### src/verilog/tcc_pkg.sv
/*
 * tcc_pkg: register map, field layout and event bit positions for the
 * three-channel timer counter block.
 * Assumes a 32-bit Avalon-MM slave and byte addresses, with one aligned word per register.
 */
package tcc_pkg;

   // ==========================================================
   // geometry
   localparam int          NUM_CH    = 3;
   localparam int          CNT_W     = 16;
   localparam int          ADDR_W    = 8;
   localparam logic [15:0] CNT_MAX   = 16'hffff;

   // ==========================================================
   // address map: channel n at n*0x40, block area at index 3
   localparam logic [1:0]  BLOCK_IDX = 2'h3;
   localparam logic [5:0]  OFF_CCR   = 6'h00;  // channel_control_reg, write only
   localparam logic [5:0]  OFF_CMR   = 6'h04;  // channel_mode_config
   localparam logic [5:0]  OFF_CV    = 6'h10;  // counter value, read only
   localparam logic [5:0]  OFF_CAPA  = 6'h14;  // capture_a_reg
   localparam logic [5:0]  OFF_CAPB  = 6'h18;  // capture_b_reg
   localparam logic [5:0]  OFF_CMPC  = 6'h1c;  // compare_c_reg
   localparam logic [5:0]  OFF_SR    = 6'h20;  // status, read clears events
   localparam logic [5:0]  OFF_IER   = 6'h24;  // irq enable, write only
   localparam logic [5:0]  OFF_IDR   = 6'h28;  // channel_irq_disable, write only
   localparam logic [5:0]  OFF_IMR   = 6'h2c;  // irq mask, read only
   localparam logic [5:0]  OFF_BCR   = 6'h00;  // block_control_reg in block area

   // ==========================================================
   // command bits
   localparam int          CCR_ON    = 0;      // clock_on_cmd
   localparam int          CCR_OFF   = 1;      // clock_off_cmd
   localparam int          CCR_TRIG  = 2;      // soft_trigger_bit
   localparam int          BCR_SYNC  = 0;
   localparam int          SR_RUN    = 16;     // clock_running_flag

   // event / status bit positions
   localparam int          EV_OVF    = 0;      // overflow_irq
   localparam int          EV_LOVR   = 1;      // load_overrun_irq
   localparam int          EV_AMATCH = 2;      // a_match_irq
   localparam int          EV_BMATCH = 3;      // b_match_irq
   localparam int          EV_CMATCH = 4;      // c_match_irq
   localparam int          EV_ALOAD  = 5;      // a_load_irq
   localparam int          EV_BLOAD  = 6;      // b_load_irq
   localparam int          EV_ETRG   = 7;      // ext_trigger_irq

   // edge select encodings, shared by trigger and load fields
   localparam logic [1:0]  EDGE_NONE = 2'h0;
   localparam logic [1:0]  EDGE_RISE = 2'h1;
   localparam logic [1:0]  EDGE_FALL = 2'h2;
   localparam logic [1:0]  EDGE_BOTH = 2'h3;

   // waveform external event source
   localparam logic [1:0]  SRC_IOB   = 2'h0;

   // ==========================================================
   // channel_mode_config layout, bit 15 down to bit 0
   typedef struct packed {
      logic [1:0] bLoadEdge;      // b_load_edge        15:14
      logic [1:0] aLoadEdge;      // a_load_edge        13:12
      logic       waveSel;        // waveform_select    11
      logic [1:0] evtSrc;         // io_b, ext clk 0..2 10:9
      logic       evtTrigEn;      // ext_event_trigger_en 8
      logic       offOnCMatch;    // clock_off_on_c_match 7
      logic       haltOnCMatch;   // halt_on_c_match    6
      logic       cMatchTrigEn;   // c_match_trigger_en 5
      logic       extTrigSrc;     // ext_trigger_source 4
      logic [1:0] extEdgeSel;     // ext_edge_select    3:2
      logic       offOnBCap;      // clock_off_on_b_capture 1
      logic       haltOnBCap;     // halt_on_b_capture  0
   } tcc_mode_t;

   localparam tcc_mode_t   MODE_RST  = '0;

endpackage : tcc_pkg

### src/verilog/tcc_timer_block.sv
/*
 * tcc_timer_block: three timer counter channels behind one Avalon-MM
 * slave, with clock gating, triggers, captures and per-event masks.
 * Assumes pin inputs already synchronous to core_clk, and a master
 * that holds each request until waitrequest is sampled low.
 */
// Our own choice: the Avalon-MM interface to the registers.
// Overview of operation
// - block holds three identical 16-bit up-counting channels
// - only clock_on_cmd re-enables the counter clock; clock_off_cmd disables it
// - capture mode: capture_b_reg load disables clock when that option set
// - waveform mode: compare_c_reg match disables clock when that option set
// - clock_running_flag in status reads set while the clock is enabled
// - any trigger kind starts the counter clock
// - b capture or waveform-mode c match halts the clock when halt options set
// - start and stop do nothing while the counter clock is disabled
// - waveform_select zero picks capture mode, one picks waveform mode
// - capture: both lines inputs; waveform: line a output, b unless it is the event source
// - every trigger clears the counter and starts the clock
// - writing soft_trigger_bit triggers the channel
// - block sync write triggers all channels in the same cycle
// - c match triggers only when c_match_trigger_en set
// - capture mode trigger input: line b when zero, line a when one
// - waveform event from line b or ext clocks, triggers if enabled
// - ext_edge_select: none, rising, falling, both edges
// - a_load_edge picks io_line_a edge loading capture_a_reg
// - b_load_edge picks io_line_a edge loading capture_b_reg
// - irq disable: one masks the event bit, zero has no effect
// - load events in capture mode only, a/b compare in waveform only
module tcc_timer_block (
   input  wire logic                       core_clk,
   input  wire logic                       reset,
   // Avalon-MM slave
   input  wire logic [tcc_pkg::ADDR_W-1:0] address,
   input  wire logic                       read,
   input  wire logic                       write,
   input  wire logic [31:0]                writedata,
   output logic      [31:0]                readdata,
   output logic                            waitrequest,
   // timer pins, one per channel; external clocks shared
   input  wire logic [2:0]                 ioLineAIn,
   output logic      [2:0]                 ioLineAOut,
   output logic      [2:0]                 ioLineAOe,
   input  wire logic [2:0]                 ioLineBIn,
   output logic      [2:0]                 ioLineBOut,
   output logic      [2:0]                 ioLineBOe,
   input  wire logic [2:0]                 extClockIn,
   output logic      [2:0]                 chanIrq
);
   import tcc_pkg::*;

   // ==========================================================
   // helpers
   // edge detector used by trigger and both load selectors
   function automatic logic edgeHit(input logic [1:0] sel, input logic prev, input logic cur);
      edgeHit = ((sel == EDGE_RISE || sel == EDGE_BOTH) && !prev && cur) ||
                ((sel == EDGE_FALL || sel == EDGE_BOTH) && prev && !cur);
   endfunction : edgeHit

   // ==========================================================
   // state
   tcc_mode_t              mode_reg   [NUM_CH];
   logic [CNT_W-1:0]       cnt_reg    [NUM_CH];
   logic [CNT_W-1:0]       capA_reg   [NUM_CH];
   logic [CNT_W-1:0]       capB_reg   [NUM_CH];
   logic [CNT_W-1:0]       cmpC_reg   [NUM_CH];
   logic [7:0]             stat_reg   [NUM_CH];
   logic [7:0]             imr_reg    [NUM_CH];
   logic [NUM_CH-1:0]      clock_on_cmd_reg;
   logic [NUM_CH-1:0]      clkRun_reg;
   logic [NUM_CH-1:0]      aUnread_reg;
   logic [NUM_CH-1:0]      bUnread_reg;
   logic [2:0]             ioAPrev_reg;
   logic [2:0]             ioBPrev_reg;
   logic [2:0]             xcPrev_reg;
   logic [31:0]            rdMux;

   // per-channel combinational events
   logic [NUM_CH-1:0]      chSel, onCmd, offCmd, soft_trigger_bit, extTrig, trig;
   logic [NUM_CH-1:0]      aLoad, bLoad, cMatch, aMatch, bMatch, ovf;
   logic [NUM_CH-1:0]      stopEv, disEv, rdSr, rdA, rdB, wave;
   logic [7:0]             evt        [NUM_CH];

   // ==========================================================
   // bus decode: request taken on the edge where waitrequest is low
   logic                   acc, wrAcc, rdAcc, syncTrg;
   logic [1:0]             chIdx;
   logic [5:0]             off;

   assign acc     = (read || write) && !waitrequest;
   assign wrAcc   = acc && write;
   assign rdAcc   = acc && read;
   assign chIdx   = address[7:6];
   assign off     = {address[5:2], 2'h0};
   assign syncTrg = wrAcc && chIdx == BLOCK_IDX && off == OFF_BCR && writedata[BCR_SYNC];

   // one wait state on every access, then one cycle low
   always_ff @(posedge core_clk or posedge reset) begin
      if (reset) begin
         waitrequest <= 1'b1;
      end else begin
         waitrequest <= !((read || write) && waitrequest);
      end
   end

   // ==========================================================
   // per-channel event logic
   always_comb begin
      for (int i = 0; i < NUM_CH; i++) begin
         logic extPin, extPrev;
         extPin    = 1'b0;
         extPrev   = 1'b0;
         wave[i]   = mode_reg[i].waveSel;
         chSel[i]  = chIdx == 2'(i);
         onCmd[i]  = wrAcc && chSel[i] && off == OFF_CCR && writedata[CCR_ON];
         offCmd[i] = wrAcc && chSel[i] && off == OFF_CCR && writedata[CCR_OFF];
         soft_trigger_bit[i]  = wrAcc && chSel[i] && off == OFF_CCR && writedata[CCR_TRIG];
         rdSr[i]   = rdAcc && chSel[i] && off == OFF_SR;
         rdA[i]    = rdAcc && chSel[i] && off == OFF_CAPA;
         rdB[i]    = rdAcc && chSel[i] && off == OFF_CAPB;
         // external trigger source
         if (!wave[i]) begin
            extPin  = mode_reg[i].extTrigSrc ? ioLineAIn[i] : ioLineBIn[i];
            extPrev = mode_reg[i].extTrigSrc ? ioAPrev_reg[i] : ioBPrev_reg[i];
         end else if (mode_reg[i].evtSrc == SRC_IOB) begin
            extPin  = ioLineBIn[i];
            extPrev = ioBPrev_reg[i];
         end else begin
            extPin  = extClockIn[mode_reg[i].evtSrc - 2'h1];
            extPrev = xcPrev_reg[mode_reg[i].evtSrc - 2'h1];
         end
         // a pulse shorter than one clock may fall between samples
         extTrig[i] = edgeHit(mode_reg[i].extEdgeSel, extPrev, extPin) &&
                      (!wave[i] || mode_reg[i].evtTrigEn);
         // capture loads, capture mode only
         aLoad[i]  = !wave[i] && edgeHit(mode_reg[i].aLoadEdge, ioAPrev_reg[i], ioLineAIn[i]);
         bLoad[i]  = !wave[i] && edgeHit(mode_reg[i].bLoadEdge, ioAPrev_reg[i], ioLineAIn[i]);
         // compares fire while the counter advances
         cMatch[i] = clock_on_cmd_reg[i] && clkRun_reg[i] && cnt_reg[i] == cmpC_reg[i];
         aMatch[i] = wave[i] && clock_on_cmd_reg[i] && clkRun_reg[i] && cnt_reg[i] == capA_reg[i];
         bMatch[i] = wave[i] && clock_on_cmd_reg[i] && clkRun_reg[i] && cnt_reg[i] == capB_reg[i];
         trig[i]   = soft_trigger_bit[i] || syncTrg || extTrig[i] ||
                     (cMatch[i] && mode_reg[i].cMatchTrigEn);
         stopEv[i] = (bLoad[i] && mode_reg[i].haltOnBCap) ||
                     (wave[i] && cMatch[i] && mode_reg[i].haltOnCMatch);
         disEv[i]  = offCmd[i] ||
                     (bLoad[i] && mode_reg[i].offOnBCap) ||
                     (wave[i] && cMatch[i] && mode_reg[i].offOnCMatch);
         ovf[i]    = clock_on_cmd_reg[i] && clkRun_reg[i] && !trig[i] && cnt_reg[i] == CNT_MAX;
         // event vector in status order
         evt[i]            = 8'h00;
         evt[i][EV_OVF]    = ovf[i];
         evt[i][EV_LOVR]   = (aLoad[i] && aUnread_reg[i]) || (bLoad[i] && bUnread_reg[i]);
         evt[i][EV_AMATCH] = aMatch[i];
         evt[i][EV_BMATCH] = bMatch[i];
         evt[i][EV_CMATCH] = cMatch[i];
         evt[i][EV_ALOAD]  = aLoad[i];
         evt[i][EV_BLOAD]  = bLoad[i];
         evt[i][EV_ETRG]   = extTrig[i];
      end
   end

   // ==========================================================
   // clock enable and start/stop
   // disable wins over clock_on_cmd in the same write
   always_ff @(posedge core_clk or posedge reset) begin
      if (reset) begin
         clock_on_cmd_reg  <= '0;
         clkRun_reg <= '0;
      end else begin
         for (int i = 0; i < NUM_CH; i++) begin
            if (disEv[i]) begin
               clock_on_cmd_reg[i] <= 1'b0;
            end else if (onCmd[i]) begin
               clock_on_cmd_reg[i] <= 1'b1;
            end
            // start/stop only act while enabled
            if (clock_on_cmd_reg[i]) begin
               if (trig[i]) begin
                  clkRun_reg[i] <= 1'b1;
               end else if (stopEv[i]) begin
                  clkRun_reg[i] <= 1'b0;
               end
            end
         end
      end
   end

   // ==========================================================
   // counters, one per channel, counting core_clk
   always_ff @(posedge core_clk or posedge reset) begin
      if (reset) begin
         for (int i = 0; i < NUM_CH; i++) begin
            cnt_reg[i] <= '0;
         end
      end else begin
         for (int i = 0; i < NUM_CH; i++) begin
            if (trig[i]) begin
               cnt_reg[i] <= '0;
            end else if (clock_on_cmd_reg[i] && clkRun_reg[i]) begin
               cnt_reg[i] <= cnt_reg[i] + 16'h0001;
            end
         end
      end
   end

   // ==========================================================
   // captures and compares; a and b are compares in waveform mode
   always_ff @(posedge core_clk or posedge reset) begin
      if (reset) begin
         aUnread_reg <= '0;
         bUnread_reg <= '0;
         for (int i = 0; i < NUM_CH; i++) begin
            capA_reg[i] <= '0;
            capB_reg[i] <= '0;
            cmpC_reg[i] <= '0;
         end
      end else begin
         for (int i = 0; i < NUM_CH; i++) begin
            if (aLoad[i]) begin
               capA_reg[i]    <= cnt_reg[i];
               aUnread_reg[i] <= 1'b1;
            end else if (rdA[i]) begin
               aUnread_reg[i] <= 1'b0;
            end else if (wrAcc && chSel[i] && off == OFF_CAPA && wave[i]) begin
               capA_reg[i] <= writedata[CNT_W-1:0];
            end
            if (bLoad[i]) begin
               capB_reg[i]    <= cnt_reg[i];
               bUnread_reg[i] <= 1'b1;
            end else if (rdB[i]) begin
               bUnread_reg[i] <= 1'b0;
            end else if (wrAcc && chSel[i] && off == OFF_CAPB && wave[i]) begin
               capB_reg[i] <= writedata[CNT_W-1:0];
            end
            if (wrAcc && chSel[i] && off == OFF_CMPC) begin
               cmpC_reg[i] <= writedata[CNT_W-1:0];
            end
         end
      end
   end

   // ==========================================================
   // mode, status and mask registers
   // status: a new event in the clearing read cycle survives
   always_ff @(posedge core_clk or posedge reset) begin
      if (reset) begin
         for (int i = 0; i < NUM_CH; i++) begin
            mode_reg[i] <= MODE_RST;
            stat_reg[i] <= '0;
            imr_reg[i]  <= '0;
         end
      end else begin
         for (int i = 0; i < NUM_CH; i++) begin
            if (wrAcc && chSel[i] && off == OFF_CMR) begin
               mode_reg[i] <= tcc_mode_t'(writedata[15:0]);
            end
            stat_reg[i] <= (rdSr[i] ? 8'h00 : stat_reg[i]) | evt[i];
            if (wrAcc && chSel[i] && off == OFF_IER) begin
               imr_reg[i] <= imr_reg[i] | writedata[7:0];
            end else if (wrAcc && chSel[i] && off == OFF_IDR) begin
               imr_reg[i] <= imr_reg[i] & ~writedata[7:0];
            end
         end
      end
   end

   // ==========================================================
   // pin history for edge detection, and registered outputs
   always_ff @(posedge core_clk or posedge reset) begin
      if (reset) begin
         ioAPrev_reg <= '0;
         ioBPrev_reg <= '0;
         xcPrev_reg  <= '0;
         ioLineAOut  <= '0;
         ioLineAOe   <= '0;
         ioLineBOut  <= '0;
         ioLineBOe   <= '0;
         chanIrq     <= '0;
      end else begin
         ioAPrev_reg <= ioLineAIn;
         ioBPrev_reg <= ioLineBIn;
         xcPrev_reg  <= extClockIn;
         for (int i = 0; i < NUM_CH; i++) begin
            // simple waveform: a/b set on their compare, cleared on c
            if (cMatch[i]) begin
               ioLineAOut[i] <= 1'b0;
               ioLineBOut[i] <= 1'b0;
            end else begin
               ioLineAOut[i] <= ioLineAOut[i] | aMatch[i];
               ioLineBOut[i] <= ioLineBOut[i] | bMatch[i];
            end
            ioLineAOe[i] <= wave[i];
            ioLineBOe[i] <= wave[i] && mode_reg[i].evtSrc != SRC_IOB;
            chanIrq[i]   <= |((stat_reg[i] | evt[i]) & imr_reg[i]);
         end
      end
   end

   // ==========================================================
   // read mux; data registered on the wait-state edge, one edge before the request is taken
   always_comb begin
      rdMux = 32'h0000_0000;
      for (int i = 0; i < NUM_CH; i++) begin
         if (chSel[i]) begin
            if (off == OFF_CMR) begin
               rdMux = {16'h0000, mode_reg[i]};
            end else if (off == OFF_CV) begin
               rdMux = {16'h0000, cnt_reg[i]};
            end else if (off == OFF_CAPA) begin
               rdMux = {16'h0000, capA_reg[i]};
            end else if (off == OFF_CAPB) begin
               rdMux = {16'h0000, capB_reg[i]};
            end else if (off == OFF_CMPC) begin
               rdMux = {16'h0000, cmpC_reg[i]};
            end else if (off == OFF_SR) begin
               rdMux = {15'h0000, clock_on_cmd_reg[i], 8'h00, stat_reg[i]};
            end else if (off == OFF_IMR) begin
               rdMux = {24'h000000, imr_reg[i]};
            end
         end
      end
   end

   always_ff @(posedge core_clk or posedge reset) begin
      if (reset) begin
         readdata <= '0;
      end else if (read && waitrequest) begin
         readdata <= rdMux;
      end
   end

   // ==========================================================
   // checks: bus handshake, then per channel
   a_bus_one_wait: assert property (@(posedge core_clk) disable iff (reset)
      (read || write) && waitrequest |=> !waitrequest)
      else $error("waitrequest not released after one wait state");

   for (genvar g = 0; g < NUM_CH; g++) begin : gChk
      a_sw_trig_start: assert property (@(posedge core_clk) disable iff (reset)
         soft_trigger_bit[g] && clock_on_cmd_reg[g] && !disEv[g] |=> clkRun_reg[g] && cnt_reg[g] == 16'h0000)
         else $error("soft trigger did not restart counter");
      a_off_cmd_stops: assert property (@(posedge core_clk) disable iff (reset)
         offCmd[g] |=> !clock_on_cmd_reg[g] ##1 (clock_on_cmd_reg[g] == $past(onCmd[g])))
         else $error("clock off command ignored");
      a_disabled_hold: assert property (@(posedge core_clk) disable iff (reset)
         !clock_on_cmd_reg[g] |=> $stable(clkRun_reg[g]))
         else $error("run state changed while disabled");
      a_b_capture_off: assert property (@(posedge core_clk) disable iff (reset)
         bLoad[g] && mode_reg[g].offOnBCap |=> !clock_on_cmd_reg[g])
         else $error("b capture did not disable clock");
      a_c_match_off: assert property (@(posedge core_clk) disable iff (reset)
         wave[g] && cMatch[g] && mode_reg[g].offOnCMatch |=> !clock_on_cmd_reg[g])
         else $error("c match did not disable clock");
      a_c_match_halt: assert property (@(posedge core_clk) disable iff (reset)
         wave[g] && cMatch[g] && mode_reg[g].haltOnCMatch && !trig[g] |=> !clkRun_reg[g])
         else $error("c match did not halt clock");
      a_load_copy: assert property (@(posedge core_clk) disable iff (reset)
         aLoad[g] |=> capA_reg[g] == $past(cnt_reg[g]))
         else $error("capture a holds wrong value");
      a_overflow_flag: assert property (@(posedge core_clk) disable iff (reset)
         ovf[g] |=> stat_reg[g][EV_OVF] && cnt_reg[g] == 16'h0000)
         else $error("overflow not flagged on wrap");
      a_mask_clear: assert property (@(posedge core_clk) disable iff (reset)
         wrAcc && chSel[g] && off == OFF_IDR && writedata[EV_CMATCH] |=> !imr_reg[g][EV_CMATCH])
         else $error("irq disable did not mask");
      a_sync_clears: assert property (@(posedge core_clk) disable iff (reset)
         syncTrg |=> cnt_reg[g] == 16'h0000)
         else $error("block sync did not clear counter");
   end

endmodule : tcc_timer_block
### config.mk
export PLATFORM = sky130hd
export DESIGN_NAME = tcc_timer_block
export DESIGN_NICKNAME = d
export VERILOG_FILES = /design/src/verilog/tcc_pkg.sv /design/src/verilog/tcc_timer_block.sv
export SDC_FILE = /design/constraint.sdc
export NUM_CORES = 1
export LEC_CHECK = 0
export BUFFER_PORTS_ARGS = -buffer_cell sky130_fd_sc_hd__buf_4
export CAP_MARGIN = 5
export CORE_ASPECT_RATIO = 1.2
export CORE_MARGIN = 3
export CORE_UTILIZATION = 43
export CTS_CLUSTER_DIAMETER = 100
export DETAILED_ROUTE_END_ITERATION = 8
export HOLD_SLACK_MARGIN = 0.06
export PLACE_DENSITY_LB_ADDON = 0.05
export REMOVE_ABC_BUFFERS = 1
export SYNTH_ARGS = -nofsm -noshare
export SYNTH_HDL_FRONTEND = slang
export SYNTH_SLANG_ARGS = --single-unit
export TNS_END_PERCENT = 10
### constraint.sdc
create_clock -name core_clk -period 13.7 [get_ports core_clk]
set_input_delay 2.055 -clock core_clk [delete_from_list [all_inputs] [get_ports core_clk]]
set_output_delay 2.055 -clock core_clk [all_outputs]
set_load 0.02 [all_outputs]
==> results of run 1 <==
stage by stage:
step / hold WS, ns / setup WS [ns] / total power [mW]
finish: 0.4800 / 8.803 / 3.880
detailed placement: 0.4721 / 8.366 / 2.705
CTS: 0.4853 / 8.979 / 3.891
global placement: 0.4673 / 8.403 / 2.684
floorplan: 0.4507 / 2.167 / 2.258
global route: 0.5081 / 8.853 / 4.069
where the power goes:
part	total [mW]	internal [mW]	switching [mW]
Sequential	1.71	1.27	0.442
Combinational	0.991	0.448	0.542
Clock	1.18	0.714	0.463
layer usage:
metal | GRT usage (%) | up-vias
met4 | 15.08 | 0
met2 | 50.33 | 673
met1 | 41.16 | 8256
li1 | - | 7153
met3 | 4.794 | 199
met5 | 0 | -
synth_stat cells, types with 6 or more instances:
cell      number  area (um2)
nand2_1      261       979.7
nand4_1       29       181.4
xor2_1        97       849.6
o211ai_1      10       75.07
a21o_1        13       97.59
dfrtp_1      341        8533
o221ai_1      11       96.34
nor2_1       155       581.8
o22ai_1       21       131.4
buf_4         28       210.2
mux4_2        11       247.7
o21ai_0      130       650.6
ha_1           6       75.07
buf_2         77       385.4
a21oi_1       83       415.4
a31oi_1       36       225.2
a22o_1        25       219.0
mux2_2       124        1396
a221oi_1      11       96.34
clkbuf_1      67       251.5
nor3_1        10       50.05
nand3_1       52       260.3
inv_1         29       108.9
xnor2_1       92       805.8
nor2b_1       11       68.82
buf_6         11       123.9
nor4_1        20       125.1
a222oi_1      10       100.1
and2_1         9       56.30
mux2i_1       93       930.9
nand2b_1      19       118.9
and3_1        22       137.6
nand3b_1      11       82.58
a22oi_1       27       202.7
cell usage in the layout (no fill, tap or decap), drive strengths merged, types with 6 or more instances in the layout:
cell,count
a22oi,27
o221ai,12
a21o,13
a222oi,10
nor3,14
o22ai,21
and3,22
xor2,97
a221oi,11
nand4,29
a21oi,84
nor4,23
mux2,124
a22o,25
a31oi,37
nand3b,11
nor2b,11
mux2i,93
buf,101
dfrtp,341
clkinv,10
o21ai,135
nand2,264
o211ai,10
conb,15
inv,30
mux4,11
nor2,157
nand3,52
clkbuf,60
and2,9
nand2b,19
ha,6
xnor2,92
kinds of logic (layout without fill, tap and decap cells):
group	after synthesis	count (layout)	synth area share (%)
xor gates and xnor gates	189	189	8.399
muxes	228	228	13.07
buffers and inverters	217	206	5.574
DFF	342	342	43.43
and+or+nand+nor	636	636	15.14
other	1	16	0.01903
adders and majority gates	6	6	0.3809
AOI/OAI and AO/OA	428	428	13.99
layout make-up:
cell class | count | area share (%)
multi-input combinational | 1502 | 46.60
timing repair buffer | 101 | 3.531
clock buffer | 60 | 5.784
tap | 609 | 3.491
clock inverter | 15 | 0.8140
sequential | 342 | 39.22
inverter | 30 | 0.5503
antenna | 1 | 0.01147
worst register-to-register path, stage by stage, from the launching register on:
cell,delay [ns]
dfrtp_1,0.42
inv_1,0.10
ha_1,0.37
mux2i_1,0.15
o211ai_1,0.40
o221ai_2,0.25
o31ai_1,0.60
a211o_1,0.70
o41ai_1,0.26
worst max-delay path by stage:
stage               cells after the start  slack (ns)                          to  startpoint
global route                            8        8.85                 stat_reg[0]  address[3]
finish                                  8        8.80                  chanIrq[2]  address[3]
global placement                        8        8.40                  chanIrq[1]  address[3]
floorplan                               1        2.17  asynchronous set/reset pin       reset
CTS                                     8        8.98                  chanIrq[1]  address[3]
detailed placement                      8        8.37                 stat_reg[0]  address[3]
==> reports/metrics.yaml, run 1 <==
power_and_ir_drop:
  powerDensity_nw_per_um2: 177.8
  p_leak_nw: 9.748
  peakVddDrop_uv: 100.7
die:
  start_util_pct: 43.70
  ios: 101
  die_h_um: 240.5
  die_w_um: 201.4
  rows: 85
  core_area_um2: 45090
  dieArea_um2: 48450
clock_network:
  cts_root_buf: "clkbuf_16"
  holdBufCountCts: 0
  htreeDepth: 2
  cts_buffers: 42
  cts_resized: 0
  clkSinkCount: 342
  clk_latency_ns: 0.58
  clk_path_buf_depth: 3
  post-cts-setup-buffers: 0
  cts_tree: "yes"
  clkSlewWorstSetupHoldPaths_ns: 0.06
outcome:
  status: "complete, no violations"
cells_and_area:
  final_core_util_pct: 48.40
  num-nets-final: 2078
  drive_gt1_share_pct: 16.54
  finalNonFillerCells: 2660
  fillers: 4401
  seq_area_um2: 8559
  fin_area_um2: 21830
  areaGrowthSynthToFinish_pct: 10.75
  multi_input_comb_area_um2: 10170
sta:
  relSlewSlack_pct: 27.80
  max_freq_mhz: 204.2
  drv_slew: 0
  clock_skew_ns: 0.01681
  worst_slew_pin_slew_ns: 1.080
  rsz0062_at_grt: "false"
  setup_violations: 0
  period_minus_slack_ns: 4.897
  finalCritPeriodShare_pct: 35.74
  fin_setup_tns_ns: 0
  hold_viol_final: 0
detailed_routing:
  drc: 0
  met1Wirelength_mm: 31.70
  drtPass1Iterations: 8
  totalWireLength_mm: 76.08
  wl_met2_mm: 35.36
  dr_wl_met3_mm: 4.980
  drt_iter0_markers: 1491
  wl_per_cell_um: 28.60
  vias_per_cell: 6.121
  num_vias: 16280
  highest_layer: "met4"
  drt.antenna.violating_nets: 0
placed_design:
  dpl.hpwl_mm: 52.00
  place_area_um2: 20380
  place.port_buffers: 67
  gp_congestion: 0.9107
  dpl.cell_count: 2584
worst_setup_path:
  crit_arrival_ns: 5.33
  critPathMaxStageDelay_ns: 0.69
  critPathTopFamily: "simple AND/OR/NAND/NOR gates"
  crit_buf_inv: 2
  crit_type: "in -> reg"
  start_kind: "input port"
  worstSetupEndpointType: "flip-flop"
  crit_path_frequent_cell: "buf_4"
  r2r-start: "mode_reg[41]"
  rr_endpoint: "chanIrq[0]"
  required_ns: 14.13
  r2r_slack_ns: 10.30
  slowest_stage: "nor3_2"
  reg2regPathDepth: 8
  cp_max_fo: 37
  path_cells: "buf_4, buf_4, or2_1, nor3_2, nand2_1, nor3b_1, a211o_1, o21ai_0"
synthesis:
  synth-edff-count: 0
  yosys_most_used_dff: "dfrtp_1"
  yosys_warnings: 0
  synth-seq-cells: 342
  syn_area_um2: 19710
  ys_seq_area_share_pct: 43.43
  syn_avg_cell_area_um2: 9.628
  yosys.cell_types.count: 80
  postSynthCellCount: 2047
  synthArstFlopShare_pct: 100.0
worst_hold_path:
  hold_class: "reg -> reg"
  min_from: "readdata[15]"
  min_to: "readdata[15]"
  hold-path-cell-count: 2
grt:
  first_global_vias: 15950
  grt_pass1_wl_mm: 111.4
  overflow: 0
  grt.total_usage_pct: 31.09
  grt_max_degree: 130
  antenna_found_initial: 1
job:
  maxCapViolations: 0
(Power assumes the default switching activity.)
==> run 2, diff against run 1 <==
- ABC_AREA: default -> 1
- clock period: 13.7 -> 4.4 ns (I/O delays scaled with it)
==> reports/metrics.yaml, run 2 <==
outcome:
  status: "complete, no violations"
clock_network:
  holdBufCountCts: 0  # unchanged
  cts_root_buf: "clkbuf_16"
  clkSinkCount: 342  # unchanged
  cts_tree: "yes"
  post-cts-setup-buffers: 0  # unchanged
  clkSlewWorstSetupHoldPaths_ns: 0.06  # about the same
  clk_latency_ns: 0.57  # about the same
  cts_resized: 0  # unchanged
  htreeDepth: 2  # unchanged
  cts_buffers: 40  # -4.8%
  clk_path_buf_depth: 3  # unchanged
worst_setup_path:
  slowest_stage: "nor4_1"
  crit_buf_inv: 3  # +1
  crit_arrival_ns: 4.10  # -1.23 ns
  crit_path_frequent_cell: "nand2_1"
  start_kind: "flip-flop"
  crit_type: "reg -> reg"
  worstSetupEndpointType: "flip-flop"
  reg2regPathDepth: 16  # +8
  cp_max_fo: 7  # -81%
  r2r-start: "cnt_reg[35]"
  worstSetupPathDepth: 16  # +8
  path_cells: "inv_1, o22ai_1, a221oi_1, nand2_1, nor4_1, nand3_1, inv_1, nand2_1, nand3_1, inv_2, nand4_1, nand2_1, nand2_1, nand2_1, nor3_1, nand2_1"
  rr_endpoint: "chanIrq[0]"
  critPathMaxStageDelay_ns: 0.53  # -0.16 ns
  critPathTopFamily: "simple AND/OR/NAND/NOR gates"
  required_ns: 4.83  # -9.30 ns
  r2r_slack_ns: 0.72  # -9.58 ns
sta:
  setup_violations: 0  # unchanged
  max_freq_mhz: 271.9
  relSlewSlack_pct: 23.70  # -4.1 points
  drv_slew: 0  # unchanged
  clock_skew_ns: 0.01867  # +0.001864 ns
  hold_viol_final: 0  # unchanged
  fin_setup_tns_ns: 0  # unchanged
  finalCritPeriodShare_pct: 83.60
  setup_slack_ns: 0.7216  # -8.081 ns
  period_minus_slack_ns: 3.678
  worst_slew_pin_slew_ns: 1.142  # +0.06146 ns
  hold_slack_ns: 0.2091  # -0.2709 ns
  rsz0062_at_grt: "false"
grt:
  overflow: 0  # unchanged
  antenna_found_initial: 1  # unchanged
  first_global_vias: 18660  # +17%
  grt_pass1_wl_mm: 119.4  # +7.2%
  grt.total_usage_pct: 32.16  # +1.1 points
  grt_max_degree: 110  # -15%
worst_hold_path:
  min_to: "xcPrev_reg[0]"
  hold-path-cell-count: 1  # -1
  min_from: "extClockIn[0]"
  hold_class: "in -> reg"
detailed_routing:
  drt_iter0_markers: 1486  # -0.34%
  num_vias: 19410  # +19%
  wl_per_cell_um: 23.84  # -17%
  vias_per_cell: 5.767  # -5.8%
  drtPass1Iterations: 6  # -2
  drc: 0  # unchanged
  totalWireLength_mm: 80.22  # +5.4%
  drt.antenna.violating_nets: 0  # unchanged
synthesis:
  synth.cells.most_frequent: "nand2_1 (653), o21ai_0 (381), dfrtp_1 (341), inv_1 (323), nor2_1 (183)"
  ys_top_cells_by_area: "dfrtp_1 (43%), nand2_1 (12%), o21ai_0 (9.6%)"
  postSynthCellCount: 2713  # +33%
  syn_avg_cell_area_um2: 7.335  # -24%
  synth_area_leader_cell: "dfrtp_1"
  syn_area_um2: 19900  # +0.97%
  ys_seq_area_share_pct: 43.01  # -0.42 points
  yosys_most_used_dff: "dfrtp_1"
  yosys.cell_types.count: 50  # -38%
  synthMostInstantiatedCell: "nand2_1"
  yosys_warnings: 0  # unchanged
  synth-seq-cells: 342  # unchanged
  synth.top_cell.area_share_pct: 42.88  # -0.42 points
  synth-edff-count: 0  # unchanged
  synthArstFlopShare_pct: 100.0  # unchanged
power_and_ir_drop:
  switching_share_pct: 33.15  # -4.1 points
  pwr-share-seq_pct: 42.5  # -1.6 points
  internal_power_mw: 6.056  # +150%
  p_leak_nw: 10.41  # +6.8%
  powerDensity_nw_per_um2: 406.7  # +130%
  switching_power_mw: 3.004  # +110%
  peakVddDrop_uv: 282.0  # +180%
  pwr-share-clk_pct: 37.5  # +7.2 points
  power.share.combinational_pct: 20.1  # -5.4 points
  finalPower_mw: 9.060  # +130%
die:
  dieArea_um2: 48900  # +0.94%
  die_w_um: 202.4  # +0.47%
  ios: 101  # unchanged
  rows: 85  # unchanged
  core_area_um2: 45310  # +0.47%
  die_h_um: 241.7  # +0.47%
  start_util_pct: 43.92  # +0.22 points
cells_and_area:
  fin_area_um2: 22280  # +2.1%
  drive_gt1_share_pct: 7.586  # -9.0 points
  layout_common_cells: "nand2_1 (652), o21ai_0 (381), dfrtp_1 (341), inv_1 (322), nor2_1 (183)"
  layout_commonest_cell: "nand2_1"
  finalNonFillerCells: 3365  # +27%
  areaGrowthSynthToFinish_pct: 11.95
  fillers: 4662  # +5.9%
  final_core_util_pct: 49.17  # +0.77 points
  num-nets-final: 2786  # +34%
placed_design:
  place_area_um2: 20990  # +3.0%
  dpl.cell_count: 3294  # +27%
  dpl.hpwl_mm: 57.24  # +10%
  dp_slack_ns: 0.6271  # -7.739 ns
  gp_congestion: 0.9446  # +3.7%
  place.port_buffers: 67  # unchanged
job:
  maxCapViolations: 0  # unchanged
run 2: cell count changes after synthesis, moves of 86 or more:
cell      previous run  this run
inv_1               29       323
o21ai_0            130       381
nand2_1            261       653
mux2i_1             93         7
mux2_2             124         0
o211ai_1            10       107
run 2: power groups by stage:
stage / registers, mW / clock network [mW] / logic [mW]
final: 3.85 / 3.39 / 1.82
after global routing: 3.89 / 3.56 / 2.01
after CTS: 3.84 / 3.43 / 1.81
after detailed placement: 3.89 / 0 / 1.80
after global placement: 3.89 / 0 / 1.78
after floorplan: 3.83 / 0 / 1.10
run 2: final cells by class:
cell class                      instances  area, um2  share of cell area [%]
Antenna cell                            1      2.502                 0.01123
Clock buffer                           61       1191                   5.347
Clock inverter                          9      97.59                  0.4381
Inverter                              343       1295                   5.813
Multi-Input combinational cell       1875       9393                   42.16
Sequential cell                       342       8559                   38.42
Tap cell                              609      762.0                   3.421
Timing Repair Buffer                  125      975.9                   4.381
run 2: kinds of logic (layout without fill, tap and decap cells):
| group | Yosys count | in the layout | share of synthesized area (%) |
|---|---|---|---|
| mux | 7 | 7 | 0.3521 |
| flops | 342 | 342 | 43.01 |
| other cells | 1 | 16 | 0.01885 |
| buf+inv | 510 | 538 | 10.09 |
| fa+ha+maj | 6 | 6 | 0.3773 |
| simple gates | 1035 | 1035 | 21.53 |
| xor+xnor | 81 | 81 | 3.565 |
| compound gates | 731 | 731 | 21.06 |
run 2: worst max-delay path by stage:
stage / start / end / slack (ns)
2_1_floorplan: reset / asynchronous set/reset pin / -5.74
3_3_place_gp: address[5] / readdata[0] / 0.65
3_5_place_dp: address[5] / readdata[0] / 0.63
4_1_cts: mode_reg[9] / chanIrq[2] / 0.83
5_1_grt: cnt_reg[35] / chanIrq[0] / 0.50
6_report: cnt_reg[35] / chanIrq[0] / 0.72
run 2: layer usage:
| metal | part of all wire, % | vias up | wire, um | GRT usage, % |
|---|---|---|---|---|
| met3 | 7.4 | 225 | 5918 | 4.789 |
| li1 | - | 8977 | - | - |
| met5 | 0 | - | 0 | 0 |
| met1 | 40 | 9346 | 32120 | 41.31 |
| met4 | 6.1 | 0 | 4909 | 17.29 |
| met2 | 46 | 858 | 37270 | 52.39 |
run 2: worst register-to-register path: cells and delay by family, from the launching register on:
kind	cells	cell delay (ns)
simple gates	11	1.99
buf+inv	3	0.74
flops	1	0.46
compound gates	2	0.36
==> run 3, diff against run 2 <==
- clock period: 4.4 -> 3.82 ns (I/O delays scaled with it)
==> reports/metrics.yaml, run 3 (synthesis gave the netlist of run 2 again) <==
clock_network:
  clk_path_buf_depth: 3  # unchanged
  cts_resized: 0  # unchanged
  clk_latency_ns: 0.58  # about the same
  cts_tree: "yes"
  cts_buffers: 40  # unchanged
  cts_root_buf: "clkbuf_16"
  htreeDepth: 2  # unchanged
  post-cts-setup-buffers: 0  # unchanged
  clkSlewWorstSetupHoldPaths_ns: 0.06  # about the same
  clkSinkCount: 342  # unchanged
  holdBufCountCts: 0  # unchanged
worst_setup_path:
  crit_type: "reg -> reg"
  critPathTopFamily: "simple AND/OR/NAND/NOR gates"
  start_kind: "flip-flop"
  required_ns: 4.31  # -0.52 ns
  worstSetupPathDepth: 16  # unchanged
  crit_arrival_ns: 3.72  # -0.38 ns
  path_cells: "inv_1, ha_1, inv_1, a21oi_1, o21ai_0, a21oi_1, a21oi_1, nand3b_1, o21ai_0, o21ai_0, nand3_1, inv_1, nand4_1, nand2_1, nand2_1, nand4_1"
  crit_buf_inv: 3  # unchanged
  reg2regPathDepth: 16  # unchanged
  slowest_stage: "dfrtp_1"
  worstSetupEndpointType: "flip-flop"
  cp_max_fo: 8  # +1
  critPathMaxStageDelay_ns: 0.45  # -0.08 ns
worst_hold_path:
  hold_class: "in -> async"
grt:
  grt_pass1_wl_mm: 119.0  # -0.35%
  overflow: 0  # unchanged
  first_global_vias: 18580  # -0.44%
  grt_max_degree: 95  # -14%
  antenna_found_initial: 0  # -1
  grt.total_usage_pct: 32.06  # -0.10 points
power_and_ir_drop:
  switching_power_mw: 3.458  # +15%
  power.share.combinational_pct: 20.3  # +0.2 points
  p_leak_nw: 10.54  # +1.2%
  internal_power_mw: 7.109  # +17%
  powerDensity_nw_per_um2: 470.2  # +16%
  pwr-share-seq_pct: 41.9  # -0.6 points
  pwr-share-clk_pct: 37.8  # +0.3 points
  peakVddDrop_uv: 292.8  # +3.8%
  switching_share_pct: 32.73  # -0.43 points
detailed_routing:
  drc: 0  # unchanged
  drt_iter0_markers: 1706  # +15%
  wl_per_cell_um: 23.49  # -1.5%
  drt.antenna.violating_nets: 0  # unchanged
  drtPass1Iterations: 7  # +1
  totalWireLength_mm: 79.46  # -0.95%
  vias_per_cell: 5.733  # -0.59%
  num_vias: 19390  # -0.062%
die:
  die_h_um: 241.7  # unchanged
  ios: 101  # unchanged
  core_area_um2: 45310  # unchanged
  die_w_um: 202.4  # unchanged
  start_util_pct: 43.92  # unchanged
  rows: 85  # unchanged
  dieArea_um2: 48900  # unchanged
cells_and_area:
  num-nets-final: 2805  # +0.68%
  multi_input_comb_area_um2: 9393  # unchanged
  finalNonFillerCells: 3383  # +0.53%
  layout_commonest_cell: "nand2_1"
  seq_area_um2: 8559  # unchanged
  areaGrowthSynthToFinish_pct: 12.93
  fillers: 4656  # -0.13%
  drive_gt1_share_pct: 8.258  # +0.67 points
  layout_common_cells: "nand2_1 (652), o21ai_0 (381), dfrtp_1 (341), inv_1 (322), nor2_1 (183)"
sta:
  clock_skew_ns: 0.02109  # +0.002419 ns
  max_freq_mhz: 310.0  # +14%
  period_minus_slack_ns: 3.226  # -0.4527 ns
  rsz0062_at_grt: "false"
  drv_slew: 0  # unchanged
  finalCritPeriodShare_pct: 84.44  # +0.84 points
  worst_slew_pin_slew_ns: 0.9957  # -0.1461 ns
  hold_viol_final: 0  # unchanged
  setup_violations: 0  # unchanged
  setup_slack_ns: 0.5943  # -0.1273 ns
  relSlewSlack_pct: 33.46  # +9.8 points
  fin_setup_tns_ns: 0  # unchanged
placed_design:
  dp_slack_ns: 0.3423  # -0.2848 ns
  dpl.cell_count: 3313  # +0.58%
  dpl.hpwl_mm: 57.70  # +0.79%
  gp_congestion: 0.9330  # -1.2%
  place.port_buffers: 67  # unchanged
outcome:
  status: "complete, no violations"
job:
  maxCapViolations: 0  # unchanged
==> run 3: cell types whose count changed in the layout (fill, tap and decap cells not counted), sizes merged <==
| cell | delta |
|---|---|
| buf | +19 |
| bufinv | +1 |
| clkinv | -1 |
| clkinvlp | -1 |
==> run 3: area by class of cell <==
class                           count  area share (%)
Timing Repair Buffer              144           5.033
Antenna cell                        1         0.01114
Clock buffer                       61           5.389
Tap cell                          609           3.391
Clock inverter                      8          0.5289
Multi-Input combinational cell   1875           41.80
Inverter                          343           5.762
Sequential cell                   342           38.09
==> run 3: power groups by stage <==
| stage | clock network (mW) | logic, mW | registers (mW) |
|---|---|---|---|
| detailed placement | 0 | 2.13 | 4.48 |
| global placement | 0 | 2.10 | 4.47 |
| floorplan | 0 | 1.26 | 4.41 |
| finish | 3.99 | 2.15 | 4.43 |
| CTS | 4.05 | 2.14 | 4.42 |
| global route | 4.19 | 2.37 | 4.48 |
==> run 3: final timing paths <==
kind	end	slack, ns	from
worst max-delay path	chanIrq[1]	0.59	mode_reg[25]
worst min-delay path	cmpC_reg[4]	0.11	reset
worst max register to register	chanIrq[1]	0.59	mode_reg[25]
worst min register to register	readdata[7]	0.48	readdata[7]
max in group asynchronous	cmpC_reg[31]	2.69	reset
min in group core_clk	xcPrev_reg[0]	0.12	extClockIn[0]
==> run 3: metrics by stage <==
| stage | utilization, % | cell area (um2) | power (mW) | hold WS, ns |
|---|---|---|---|---|
| global placement | 46.66 | 21140 | 6.573 | 0.4645 |
| global route | 49.60 | 22470 | 11.04 | 0.1055 |
| detailed placement | 46.66 | 21140 | 6.606 | 0.4679 |
| finish | 49.60 | 22470 | 10.57 | 0.1088 |
| CTS | 49.60 | 22470 | 10.60 | 0.09919 |
| floorplan | - | 19230 | 5.674 | 0.4465 |
==> run 3: routing by layer <==
layer / vias up / GRT usage, % / part of all wire, %
met2: 844 / 51.67 / 47
li1: 9009 / - / -
met4: 0 / 17.94 / 6.6
met5: - / 0 / 0
met3: 223 / 5.609 / 7.3
met1: 9318 / 40.83 / 39
